File: config.mk
export PLATFORM = sky130hd
export DESIGN_NAME = clgs_top
export DESIGN_NICKNAME = d
export VERILOG_FILES = /design/src/hdl/clgs_pkg.sv /design/src/hdl/clgs_gate.sv /design/src/hdl/clgs_top.sv
export SDC_FILE = /design/constraint.sdc
export NUM_CORES = 1
export LEC_CHECK = 0
export ABC_AREA = 0
export BUFFER_PORTS_ARGS = -buffer_cell sky130_fd_sc_hd__buf_2
export CELL_PAD_IN_SITES_DETAIL_PLACEMENT = 0
export CELL_PAD_IN_SITES_GLOBAL_PLACEMENT = 2
export CORE_MARGIN = 10
export CORE_UTILIZATION = 30
export DETAILED_ROUTE_END_ITERATION = 12
export PLACE_DENSITY = 0.89
export SLEW_MARGIN = 40
export SYNTH_ARGS = -nofsm -noshare
export SYNTH_HDL_FRONTEND = slang
export SYNTH_SLANG_ARGS = --single-unit
File: constraint.sdc
create_clock -name clk_in -period 2.1 [get_ports clk_in]
set_clock_uncertainty 0.2 [all_clocks]
set_input_delay 0 -clock clk_in [delete_from_list [all_inputs] [get_ports clk_in]]
set_output_delay 0 -clock clk_in [all_outputs]
set_load 0.02 [all_outputs]
File: src/hdl/clgs_pkg.sv
// Shared constants, register map and carrier types of the gate input select block
package clgs_pkg;

	// ****************************************************************
	// Sizes
	// ****************************************************************
	localparam int unsigned ADDR_W     = 4;
	localparam int unsigned DATA_W     = 16;
	localparam int unsigned N_GATE     = 4;
	localparam int unsigned N_SRC      = 4;
	localparam int unsigned N_CAND     = 8;
	localparam int unsigned SEL_W      = 3;
	localparam int unsigned GATE_EN_W  = 2 * N_SRC;

	// ****************************************************************
	// Register indices on the plain register port
	// ****************************************************************
	localparam logic [ADDR_W-1:0] IDX_SEL_LOW  = 4'h0;
	localparam logic [ADDR_W-1:0] IDX_SEL_HIGH = 4'h1;
	localparam logic [ADDR_W-1:0] IDX_POL      = 4'h2;
	localparam logic [ADDR_W-1:0] IDX_SRC_SEL  = 4'h3;

	// ****************************************************************
	// Reset values
	// ****************************************************************
	localparam logic [DATA_W-1:0] RST_SEL_LOW  = 16'h0000;
	localparam logic [DATA_W-1:0] RST_SEL_HIGH = 16'h0000;
	localparam logic [DATA_W-1:0] RST_POL      = 16'h0000;
	localparam logic [DATA_W-1:0] RST_SRC_SEL  = 16'h0000;
	localparam logic [DATA_W-1:0] RD_UNMAPPED  = 16'h0000;

	// ****************************************************************
	// Field positions
	// ****************************************************************
	// Enable byte of a gate: bit 2k+1 true form, bit 2k inverted form
	localparam int unsigned GATE1_LSB    = 0;   // In low select register
	localparam int unsigned GATE2_LSB    = 8;   // In low select register
	localparam int unsigned GATE3_LSB    = 0;   // In high select register
	localparam int unsigned GATE4_LSB    = 8;   // In high select register
	localparam int unsigned EN_TRUE_OFS  = 1;
	localparam int unsigned EN_INV_OFS   = 0;
	localparam int unsigned POL_LSB      = 0;
	localparam int unsigned SRC_FIELD_STRIDE = 4;
	// Writable bits; the rest read as zero
	localparam logic [DATA_W-1:0] POL_MASK     = 16'h000f;
	localparam logic [DATA_W-1:0] SRC_SEL_MASK = 16'h7777;

	// ****************************************************************
	// Carrier types
	// ****************************************************************
	typedef struct packed {
		logic [ADDR_W-1:0] addr;
		logic [DATA_W-1:0] wdata;
		logic              wr;
		logic              rd;
	} clgs_bus_req_s;

	// Eight candidate signals for each of the four source multiplexers
	typedef struct packed {
		logic [N_CAND-1:0] mux4;
		logic [N_CAND-1:0] mux3;
		logic [N_CAND-1:0] mux2;
		logic [N_CAND-1:0] mux1;
	} clgs_src_cand_s;

endpackage : clgs_pkg

File: src/hdl/clgs_gate.sv
// One gate channel: OR of enabled true and inverted sources, then polarity
`timescale 1ns/10ps
`default_nettype none

module clgs_gate #(
	parameter int unsigned N_SRC = 4
) (
	// Sources and selection
	input  wire logic [N_SRC-1:0]   src_in,
	input  wire logic [2*N_SRC-1:0] enable_in,
	input  wire logic               invert_in,
	// Result
	output logic                    gate_out
);

	logic gate_raw;

	always_comb begin
		gate_raw = 1'b0;                                         // RULE_09
		for (int k = 0; k < N_SRC; k++) begin
			if (enable_in[2*k+1]) begin
				gate_raw = gate_raw | src_in[k];                     // RULE_02
			end
			if (enable_in[2*k]) begin
				gate_raw = gate_raw | ~src_in[k];                    // RULE_03
			end
		end
		gate_out = invert_in ? ~gate_raw : gate_raw;             // RULE_07
	end

endmodule : clgs_gate

`default_nettype wire

File: src/hdl/clgs_top.sv
// Gate input selection of a configurable logic cell with its register file
// Summary of operation
// RULE_01 - Gate 1 enables sit in low select bits 7..0, source 4 true at top.
// RULE_02 - A set true enable passes its source unchanged into that gate.
// RULE_03 - A set inverted enable passes the complemented source into that gate.
// RULE_04 - Gate 4 enables sit in high select bits 15..8, paired true then inverted.
// RULE_05 - Gate 3 enables sit in high select bits 7..0, paired true then inverted.
// RULE_06 - Gate 2 source 1 inverted enable is bit 8 of the low select register.
// RULE_07 - A gate's polarity bit at 1 inverts that gate's combined output.
// RULE_08 - Each data source comes from its own 3-bit mux select field.
// RULE_09 - A gate ORs its enabled inputs; no enabled input gives low.
//
// Decided for this implementation: strobed register access and the register addresses.
`timescale 1ns/10ps
`default_nettype none

module clgs_top
	import clgs_pkg::*;
(
	// Clock and reset
	input  wire logic                     clk_in,
	input  wire logic                     rst_n_in,
	// Register port
	input  wire clgs_pkg::clgs_bus_req_s  bus_req_in,
	output logic [clgs_pkg::DATA_W-1:0]   rd_data_out,
	// Data source candidates
	input  wire clgs_pkg::clgs_src_cand_s src_cand_in,
	// Toward the logic cell
	output logic [clgs_pkg::N_SRC-1:0]    data_src_out,
	output logic [clgs_pkg::N_GATE-1:0]   gate_out
);

	import clgs_pkg::*;

	// ****************************************************************
	// State
	// ****************************************************************
	typedef struct packed {
		logic [DATA_W-1:0] sel_low;
		logic [DATA_W-1:0] sel_high;
		logic [DATA_W-1:0] pol;
		logic [DATA_W-1:0] src_sel;
		logic [DATA_W-1:0] rd_data;
		logic [N_SRC-1:0]  data_src;
		logic [N_GATE-1:0] gate;
	} clgs_state_s;

	localparam clgs_state_s STATE_RST = '{
		sel_low:  RST_SEL_LOW,
		sel_high: RST_SEL_HIGH,
		pol:      RST_POL,
		src_sel:  RST_SRC_SEL,
		rd_data:  RD_UNMAPPED,
		data_src: '0,
		gate:     '0
	};

	clgs_state_s state_ff;
	clgs_state_s nxt_state;

	// ****************************************************************
	// Helper functions
	// ****************************************************************
	// Register read view; unmapped indices answer zero
	function automatic logic [DATA_W-1:0] read_reg(
		input clgs_state_s       st,
		input logic [ADDR_W-1:0] idx
	);
		logic [DATA_W-1:0] val;
		val = RD_UNMAPPED;
		case (idx)
			IDX_SEL_LOW:  val = st.sel_low;
			IDX_SEL_HIGH: val = st.sel_high;
			IDX_POL:      val = st.pol & POL_MASK;
			IDX_SRC_SEL:  val = st.src_sel & SRC_SEL_MASK;
			default:      val = RD_UNMAPPED;
		endcase
		return val;
	endfunction : read_reg

	// Write hit on a given index
	function automatic logic write_hit(
		input clgs_bus_req_s     req,
		input logic [ADDR_W-1:0] idx
	);
		return req.wr && (req.addr == idx);
	endfunction : write_hit

	// One source multiplexer: pick candidate by its 3-bit field
	function automatic logic pick_src(
		input logic [N_CAND-1:0] cand,
		input logic [SEL_W-1:0]  sel
	);
		return cand[sel];
	endfunction : pick_src

	// ****************************************************************
	// Source multiplexers
	// ****************************************************************
	logic [SEL_W-1:0] mux_sel [N_SRC];
	logic [N_SRC-1:0] data_src;

	always_comb begin
		for (int m = 0; m < N_SRC; m++) begin
			mux_sel[m] = state_ff.src_sel[m*SRC_FIELD_STRIDE +: SEL_W];    // RULE_08
		end
	end

	// Candidates are combinational so a source change reaches the gate
	// register one edge later, matching the gate path latency
	always_comb begin
		data_src[0] = pick_src(src_cand_in.mux1, mux_sel[0]);             // RULE_08
		data_src[1] = pick_src(src_cand_in.mux2, mux_sel[1]);
		data_src[2] = pick_src(src_cand_in.mux3, mux_sel[2]);
		data_src[3] = pick_src(src_cand_in.mux4, mux_sel[3]);
	end

	// ****************************************************************
	// Enable slices per gate
	// ****************************************************************
	logic [GATE_EN_W-1:0] gate_en [N_GATE];

	always_comb begin
		gate_en[0] = state_ff.sel_low[GATE1_LSB +: GATE_EN_W];            // RULE_01
		gate_en[1] = state_ff.sel_low[GATE2_LSB +: GATE_EN_W];            // RULE_06
		gate_en[2] = state_ff.sel_high[GATE3_LSB +: GATE_EN_W];           // RULE_05
		gate_en[3] = state_ff.sel_high[GATE4_LSB +: GATE_EN_W];           // RULE_04
	end

	// ****************************************************************
	// Gate channels
	// ****************************************************************
	logic [N_GATE-1:0] gate_val;

	for (genvar g = 0; g < N_GATE; g++) begin : g_gate
		clgs_gate #(
			.N_SRC     (N_SRC)
		) u_gate (
			.src_in    (data_src),
			.enable_in (gate_en[g]),
			.invert_in (state_ff.pol[POL_LSB + g]),                      // RULE_07
			.gate_out  (gate_val[g])
		);
	end

	// ****************************************************************
	// Next state
	// ****************************************************************
	always_comb begin
		nxt_state = state_ff;

		// Register writes; a write takes effect at the next edge
		if (write_hit(bus_req_in, IDX_SEL_LOW)) begin
			nxt_state.sel_low = bus_req_in.wdata;                         // RULE_01
		end
		if (write_hit(bus_req_in, IDX_SEL_HIGH)) begin
			nxt_state.sel_high = bus_req_in.wdata;                        // RULE_04
		end
		if (write_hit(bus_req_in, IDX_POL)) begin
			nxt_state.pol = bus_req_in.wdata & POL_MASK;                  // RULE_07
		end
		if (write_hit(bus_req_in, IDX_SRC_SEL)) begin
			nxt_state.src_sel = bus_req_in.wdata & SRC_SEL_MASK;          // RULE_08
		end

		// Read data stands only in the cycle after the strobe
		if (bus_req_in.rd) begin
			nxt_state.rd_data = read_reg(state_ff, bus_req_in.addr);
		end else begin
			nxt_state.rd_data = RD_UNMAPPED;
		end

		// Registered outputs keep every output glitch free
		nxt_state.data_src = data_src;
		nxt_state.gate     = gate_val;                                   // RULE_09
	end

	// ****************************************************************
	// State register
	// ****************************************************************
	always_ff @(posedge clk_in) begin
		if (!rst_n_in) begin
			state_ff <= STATE_RST;
		end else begin
			state_ff <= nxt_state;
		end
	end

	// ****************************************************************
	// Outputs
	// ****************************************************************
	assign rd_data_out  = state_ff.rd_data;
	assign data_src_out = state_ff.data_src;
	assign gate_out     = state_ff.gate;

endmodule : clgs_top

`default_nettype wire

Word level (Yosys, flattened, before mapping)
Cells that the tools add are included.
{"block": "classes", "magnitude_cmp": 4, "n_eq_ne": 3, "n_mux": 45, "bitwise_logic": 36, "reduce_logical": 6}
{"cell": "16-bit case mux with 4 select lines", "n": 1}
{"cell": "1-bit two-way mux", "n": 40}
{"cell": "1-bit OR", "n": 28}
{"cell": "3-bit by 4-bit < comparator with 1-bit output (second input constant)", "n": 4}
{"cell": "1-bit binary-select mux with 3-bit select", "n": 4}
{"cell": "4-bit by 2-bit equality test with 1-bit output (second input constant)", "n": 2}
{"cell": "1-bit inverter", "n": 8}
{"cell": "4-bit by 1-bit equality test with 1-bit output (second input constant)", "n": 1}
{"cell": "1-bit logical AND", "n": 4}
{"cell": "4-bit logical NOT", "n": 1}
{"cell": "2-bit AND reduction", "n": 1}
{"block": "word_totals", "reg_bits": 72, "inputBits": 56, "output_inout_bits": 24}

Logic depth before layout (Yosys ltp)
{"block": "depth", "word_depth": 19, "mapped_depth": 7}

Cells and area by module
A second synthesis with hierarchy kept.
{"block": "hier_totals", "cells_unflattened": 380, "area_unflattened_um2": 3508.4}
{"module": "clgs_top", "instances": 1, "cells_per_inst": 356, "area_per_inst_um2": 3288.2, "seq_area_each_um2": 1441.4}
{"module": "clgs_gate", "instances": 4, "cells_per_inst": 6, "area_per_inst_um2": 55.1, "seq_area_each_um2": 0.0}

Worst setup path before layout
Ideal clock, no wire load.
{"block": "synth_timing", "kind": "register -> register", "start": "reg state_ff (netlist bit mux_sel[6])", "end": "reg state_ff (netlist bit gate_out[0])", "t_arrival_ns": 1.453, "required_ns": 1.781, "setup_slack_ns": 0.328, "path_stages_with_launch": 7, "period_less_slack_ns": 1.772, "path_cell_list": "dfxtp_1 buf_4 mux2i_1 mux4_2 mux2i_1 nand4_1 mux2i_1"}
{"block": "synth_via", "elab_chain_cells": 16, "word_cells_on_any_way": 17, "cone_classes": "9 x mux; 8 x bitwise"}
{"element": "start: declaration", "line_no": "clgs_top.sv:58", "rtl": "clgs_state_s state_ff;"}
{"element": "start signal: assignment", "line_no": "clgs_top.sv:185", "rtl": "state_ff <= nxt_state;"}
{"element": "1-bit binary-select mux with 3-bit select *", "line_no": "clgs_top.sv:94", "rtl": "return cand[sel];"}
{"element": "1-bit two-way mux (not written as such) *", "line_no": "clgs_top.sv:94"}
{"element": "1-bit OR", "line_no": "clgs_gate.sv:22", "rtl": "gate_raw = gate_raw | src_in[k];"}
{"element": "1-bit two-way mux", "line_no": "clgs_gate.sv:21", "rtl": "if (enable_in[2*k+1]) begin"}
{"element": "1-bit OR", "line_no": "clgs_gate.sv:25", "rtl": "gate_raw = gate_raw | ~src_in[k];"}
{"element": "1-bit two-way mux *", "line_no": "clgs_gate.sv:24", "rtl": "if (enable_in[2*k]) begin"}
{"element": "1-bit OR", "line_no": "clgs_gate.sv:22"}
{"element": "1-bit two-way mux *", "line_no": "clgs_gate.sv:21"}
{"element": "1-bit OR", "line_no": "clgs_gate.sv:25"}
{"element": "1-bit two-way mux *", "line_no": "clgs_gate.sv:24"}
{"element": "1-bit OR", "line_no": "clgs_gate.sv:22"}
{"element": "1-bit two-way mux *", "line_no": "clgs_gate.sv:21"}
{"element": "1-bit OR", "line_no": "clgs_gate.sv:25"}
{"element": "1-bit two-way mux *", "line_no": "clgs_gate.sv:24"}
{"element": "1-bit inverter", "line_no": "clgs_gate.sv:28", "rtl": "gate_out = invert_in ? ~gate_raw : gate_raw;"}
{"element": "1-bit two-way mux *", "line_no": "clgs_gate.sv:28"}
Mark *: on every way between the ends. The rest lies on a longest branch, timed or not. The select of a mux whose other input is x is not followed.
A chain may end at the register's enable or synchronous reset.

Worst setup path after layout
{"block": "layout_timing", "start": "reg state_ff (netlist bit mux_sel[3])", "end": "reg state_ff (netlist bit gate_out[2])"}
{"block": "layout_via", "elab_chain_cells": 12, "word_cells_on_any_way": 13, "cone_classes": "7 x mux; 6 x bitwise"}
{"element": "1-bit binary-select mux with 3-bit select *", "line_no": "clgs_top.sv:94"}
{"element": "1-bit two-way mux (not written as such) *", "line_no": "clgs_top.sv:94"}
{"element": "1-bit OR", "line_no": "clgs_gate.sv:22"}
{"element": "1-bit two-way mux", "line_no": "clgs_gate.sv:21"}
{"element": "1-bit OR", "line_no": "clgs_gate.sv:25"}
{"element": "1-bit two-way mux *", "line_no": "clgs_gate.sv:24"}
{"element": "1-bit OR", "line_no": "clgs_gate.sv:22"}
{"element": "1-bit two-way mux *", "line_no": "clgs_gate.sv:21"}
{"element": "1-bit OR", "line_no": "clgs_gate.sv:25"}
{"element": "1-bit two-way mux *", "line_no": "clgs_gate.sv:24"}
{"element": "1-bit inverter", "line_no": "clgs_gate.sv:28"}
{"element": "1-bit two-way mux *", "line_no": "clgs_gate.sv:28"}
Marks and branches as above.

==> results.ini <==
[place]
hpwl_microns=7340
post-place-cells=563
place.port_buffers=79
place_ws_ps=86.6
gp_congestion=0.792

[critical_path]
crit_required_ps=2140
worst-path-buf-inv=0
cp_slowest_cell=dfxtp_1
end_kind=flip-flop
cp_max_fo=6
cp_cell_sequence=mux2i_1 -> nand3b_1 -> nand4_1 -> mux2i_1 -> nand4_1 -> mux2i_1
start_kind=flip-flop
critPathKind=flip-flop to flip-flop
critPathTopFamily=multiplexers
crit_arrival_ps=1980
cp_common_cell=mux2i_1
slowest_delay_ps=480

[clocking]
path_clk_slew_ps=80
cts_tree=yes
cts-buffers-inserted=9
cts.sinks=72
cts_buffer_depth=2
insertion_delay_ps=350
htree_levels=3
root_buffer=clkbuf_8

[global_route]
grt_pass1_wl_microns=16000
grt_max_degree=29
grt_pass1_vias=2988
track_usage=0.138
antenna_found_initial=0
overflow=0

[synthesis]
ys_ff_latch=72
syn_inst=359
ys_seq_area_frac=0.470
synth-simple-area-share=0.224
syn_area_sq_um=3070
synth_top_family_by_area=simple AND/OR/NAND/NOR gates
synth_cell_types=24
avgSynthCellArea_sq_um=8.54
syn_nets=415
yosys_warnings=0
synth-compound-area-share=0.127
synthMuxAreaShare=0.142
synth_fa_ha_area_frac=0
synth_xor_area_frac=0

[detailed_routing]
drtPass1Iterations=7
viasPerCell=4.88
ant_nets=0
wl_per_cell_microns=16.3
drcViolationCount=0
drt_iter0_markers=185
wl_microns=9780
num_vias=2922

[sta]
finalCritPeriodShare=0.921
fin_ws_ps=165
rsz0062_at_grt=false
relSlewSlack=0.598
maxSlewViolCount=0
tightestPinTransition_ps=601
hold_viol_final=0
fin_crit_ps=1930
tns_ps=0
setup_violations=0
max_freq_ghz=0.517

[power]
power_density_nw_per_um2=748
power.leakage_uw=0.00158
vdd_drop_max_uv=337

[floorplanning]
die_h_microns=121
core_area_sq_um=9860
pin_count=80
die_area_sq_um=14700
rows=36
die_w_microns=121
initial_core_util=0.311

[run]
cap_violations=0

[layout]
area.growth.synth_to_final_pct=33.8
n_antenna_cell=0
drive_above_1_share=0.251
layout.nets=518
instances_no_fill=599

[hold_path]
min_path_type=input pin to flip-flop

[outcome]
outcome=complete, no violations

==> final timing paths <==
path                        start               to  slack [ps]  cells past startpoint
setup / recovery       mux_sel[3]      gate_out[2]         170                      6
hold / removal    src_cand_in[24]  data_src_out[3]          20                      6
setup reg to reg       mux_sel[3]      gate_out[2]         170                      6
hold reg to reg       gate_en[31]      gate_en[31]         280                      2
==> area by class of cell <==
class / count / area (sq um)
Clock inverter: 6 / 133
Clock buffer: 9 / 124
Timing Repair Buffer: 116 / 723
Tap cell: 133 / 166
Fill cell: 1001 / 5760
Sequential cell: 72 / 1440
Multi-Input combinational cell: 262 / 1510
Inverter: 1 / 3.75
==> routing by layer <==
metal / vias up / share of wire / GRT usage
met5: - / 0 / 0
met4: 0 / 0.017 / 0.0566
met3: 13 / 0.060 / 0.0326
met2: 83 / 0.50 / 0.233
met1: 1381 / 0.43 / 0.165
li1: 1445 / - / -
==> sequential cells by signal (all words and copies together), names as in the netlist <==
register,flops
rd_data_out,16
state_ff,4
mux_sel,12
gate_out,4
gate_en,32
data_src_out,4
==> power by group <==
group	internal, uW	switching, uW
Combinational	120	134
Sequential	1380	15.2
Clock	900	515
Total	2400	664
==> cells in the final DEF, fill, tap and decap left out, types with 6 or more instances in the layout <==
cell and n:
a21oi_1 48, dfxtp_1 70, a222oi_1 10, buf_2 79, nand3_1 7, dlygate4sd3_1 20, nand2_1 103, buf_4 17
clkbuf_8 9, nor2_1 27, mux2i_1 39, nand4_1 6
==> cell usage after synthesis (all sizes together) <==
cell type,instances,area share
a22oi,3,0.0073
a222oi,10,0.033
nor2,27,0.033
nor4b,1,0.0078
a21oi,48,0.078
nand3b,4,0.0098
buf,8,0.016
nand3,7,0.011
dfxtp,72,0.47
clkinv,1,0.0012
mux2i,39,0.13
and3,1,0.0020
nand2b,4,0.0082
clkbuf,16,0.020
a221oi,3,0.0086
nand2,103,0.13
and2,3,0.0061
mux4,2,0.015
nand4,6,0.012
nor4,1,0.0069
==> through the flow <==
stage                     instance area, sq um  total power [uW]  hold WS (ps)   util
after detailed placement                  3640              1660          68.3  0.369
after CTS                                 4090              3090          24.8  0.415
after floorplan                           3070              1540         -64.0      -
after global placement                    3640              1650          65.9  0.369
after global routing                      4100              3190          56.0  0.416
final                                     4100              3070          21.0  0.416
==> worst min-delay path, stage by stage <==
cell	delay, ps
buf_2	70
mux2i_1	50
nand2_1	50
nand4_1	90
buf_4	170
nor2_1	90
==> what timing repair did <==
action,CTS,global route
endpoints found under the setup margin,0,4
buffers inserted,0,1
hold buffers,20,0
endpoints found under the hold margin,68,0
resized for setup,0,2
==> kinds of logic after synthesis <==
group	Yosys count
buffers and inverters	25
muxes	41
DFF	72
AOI/OAI and AO/OA	64
and+or+nand+nor	157
Note: power is estimated with default switching activity, not from simulation.
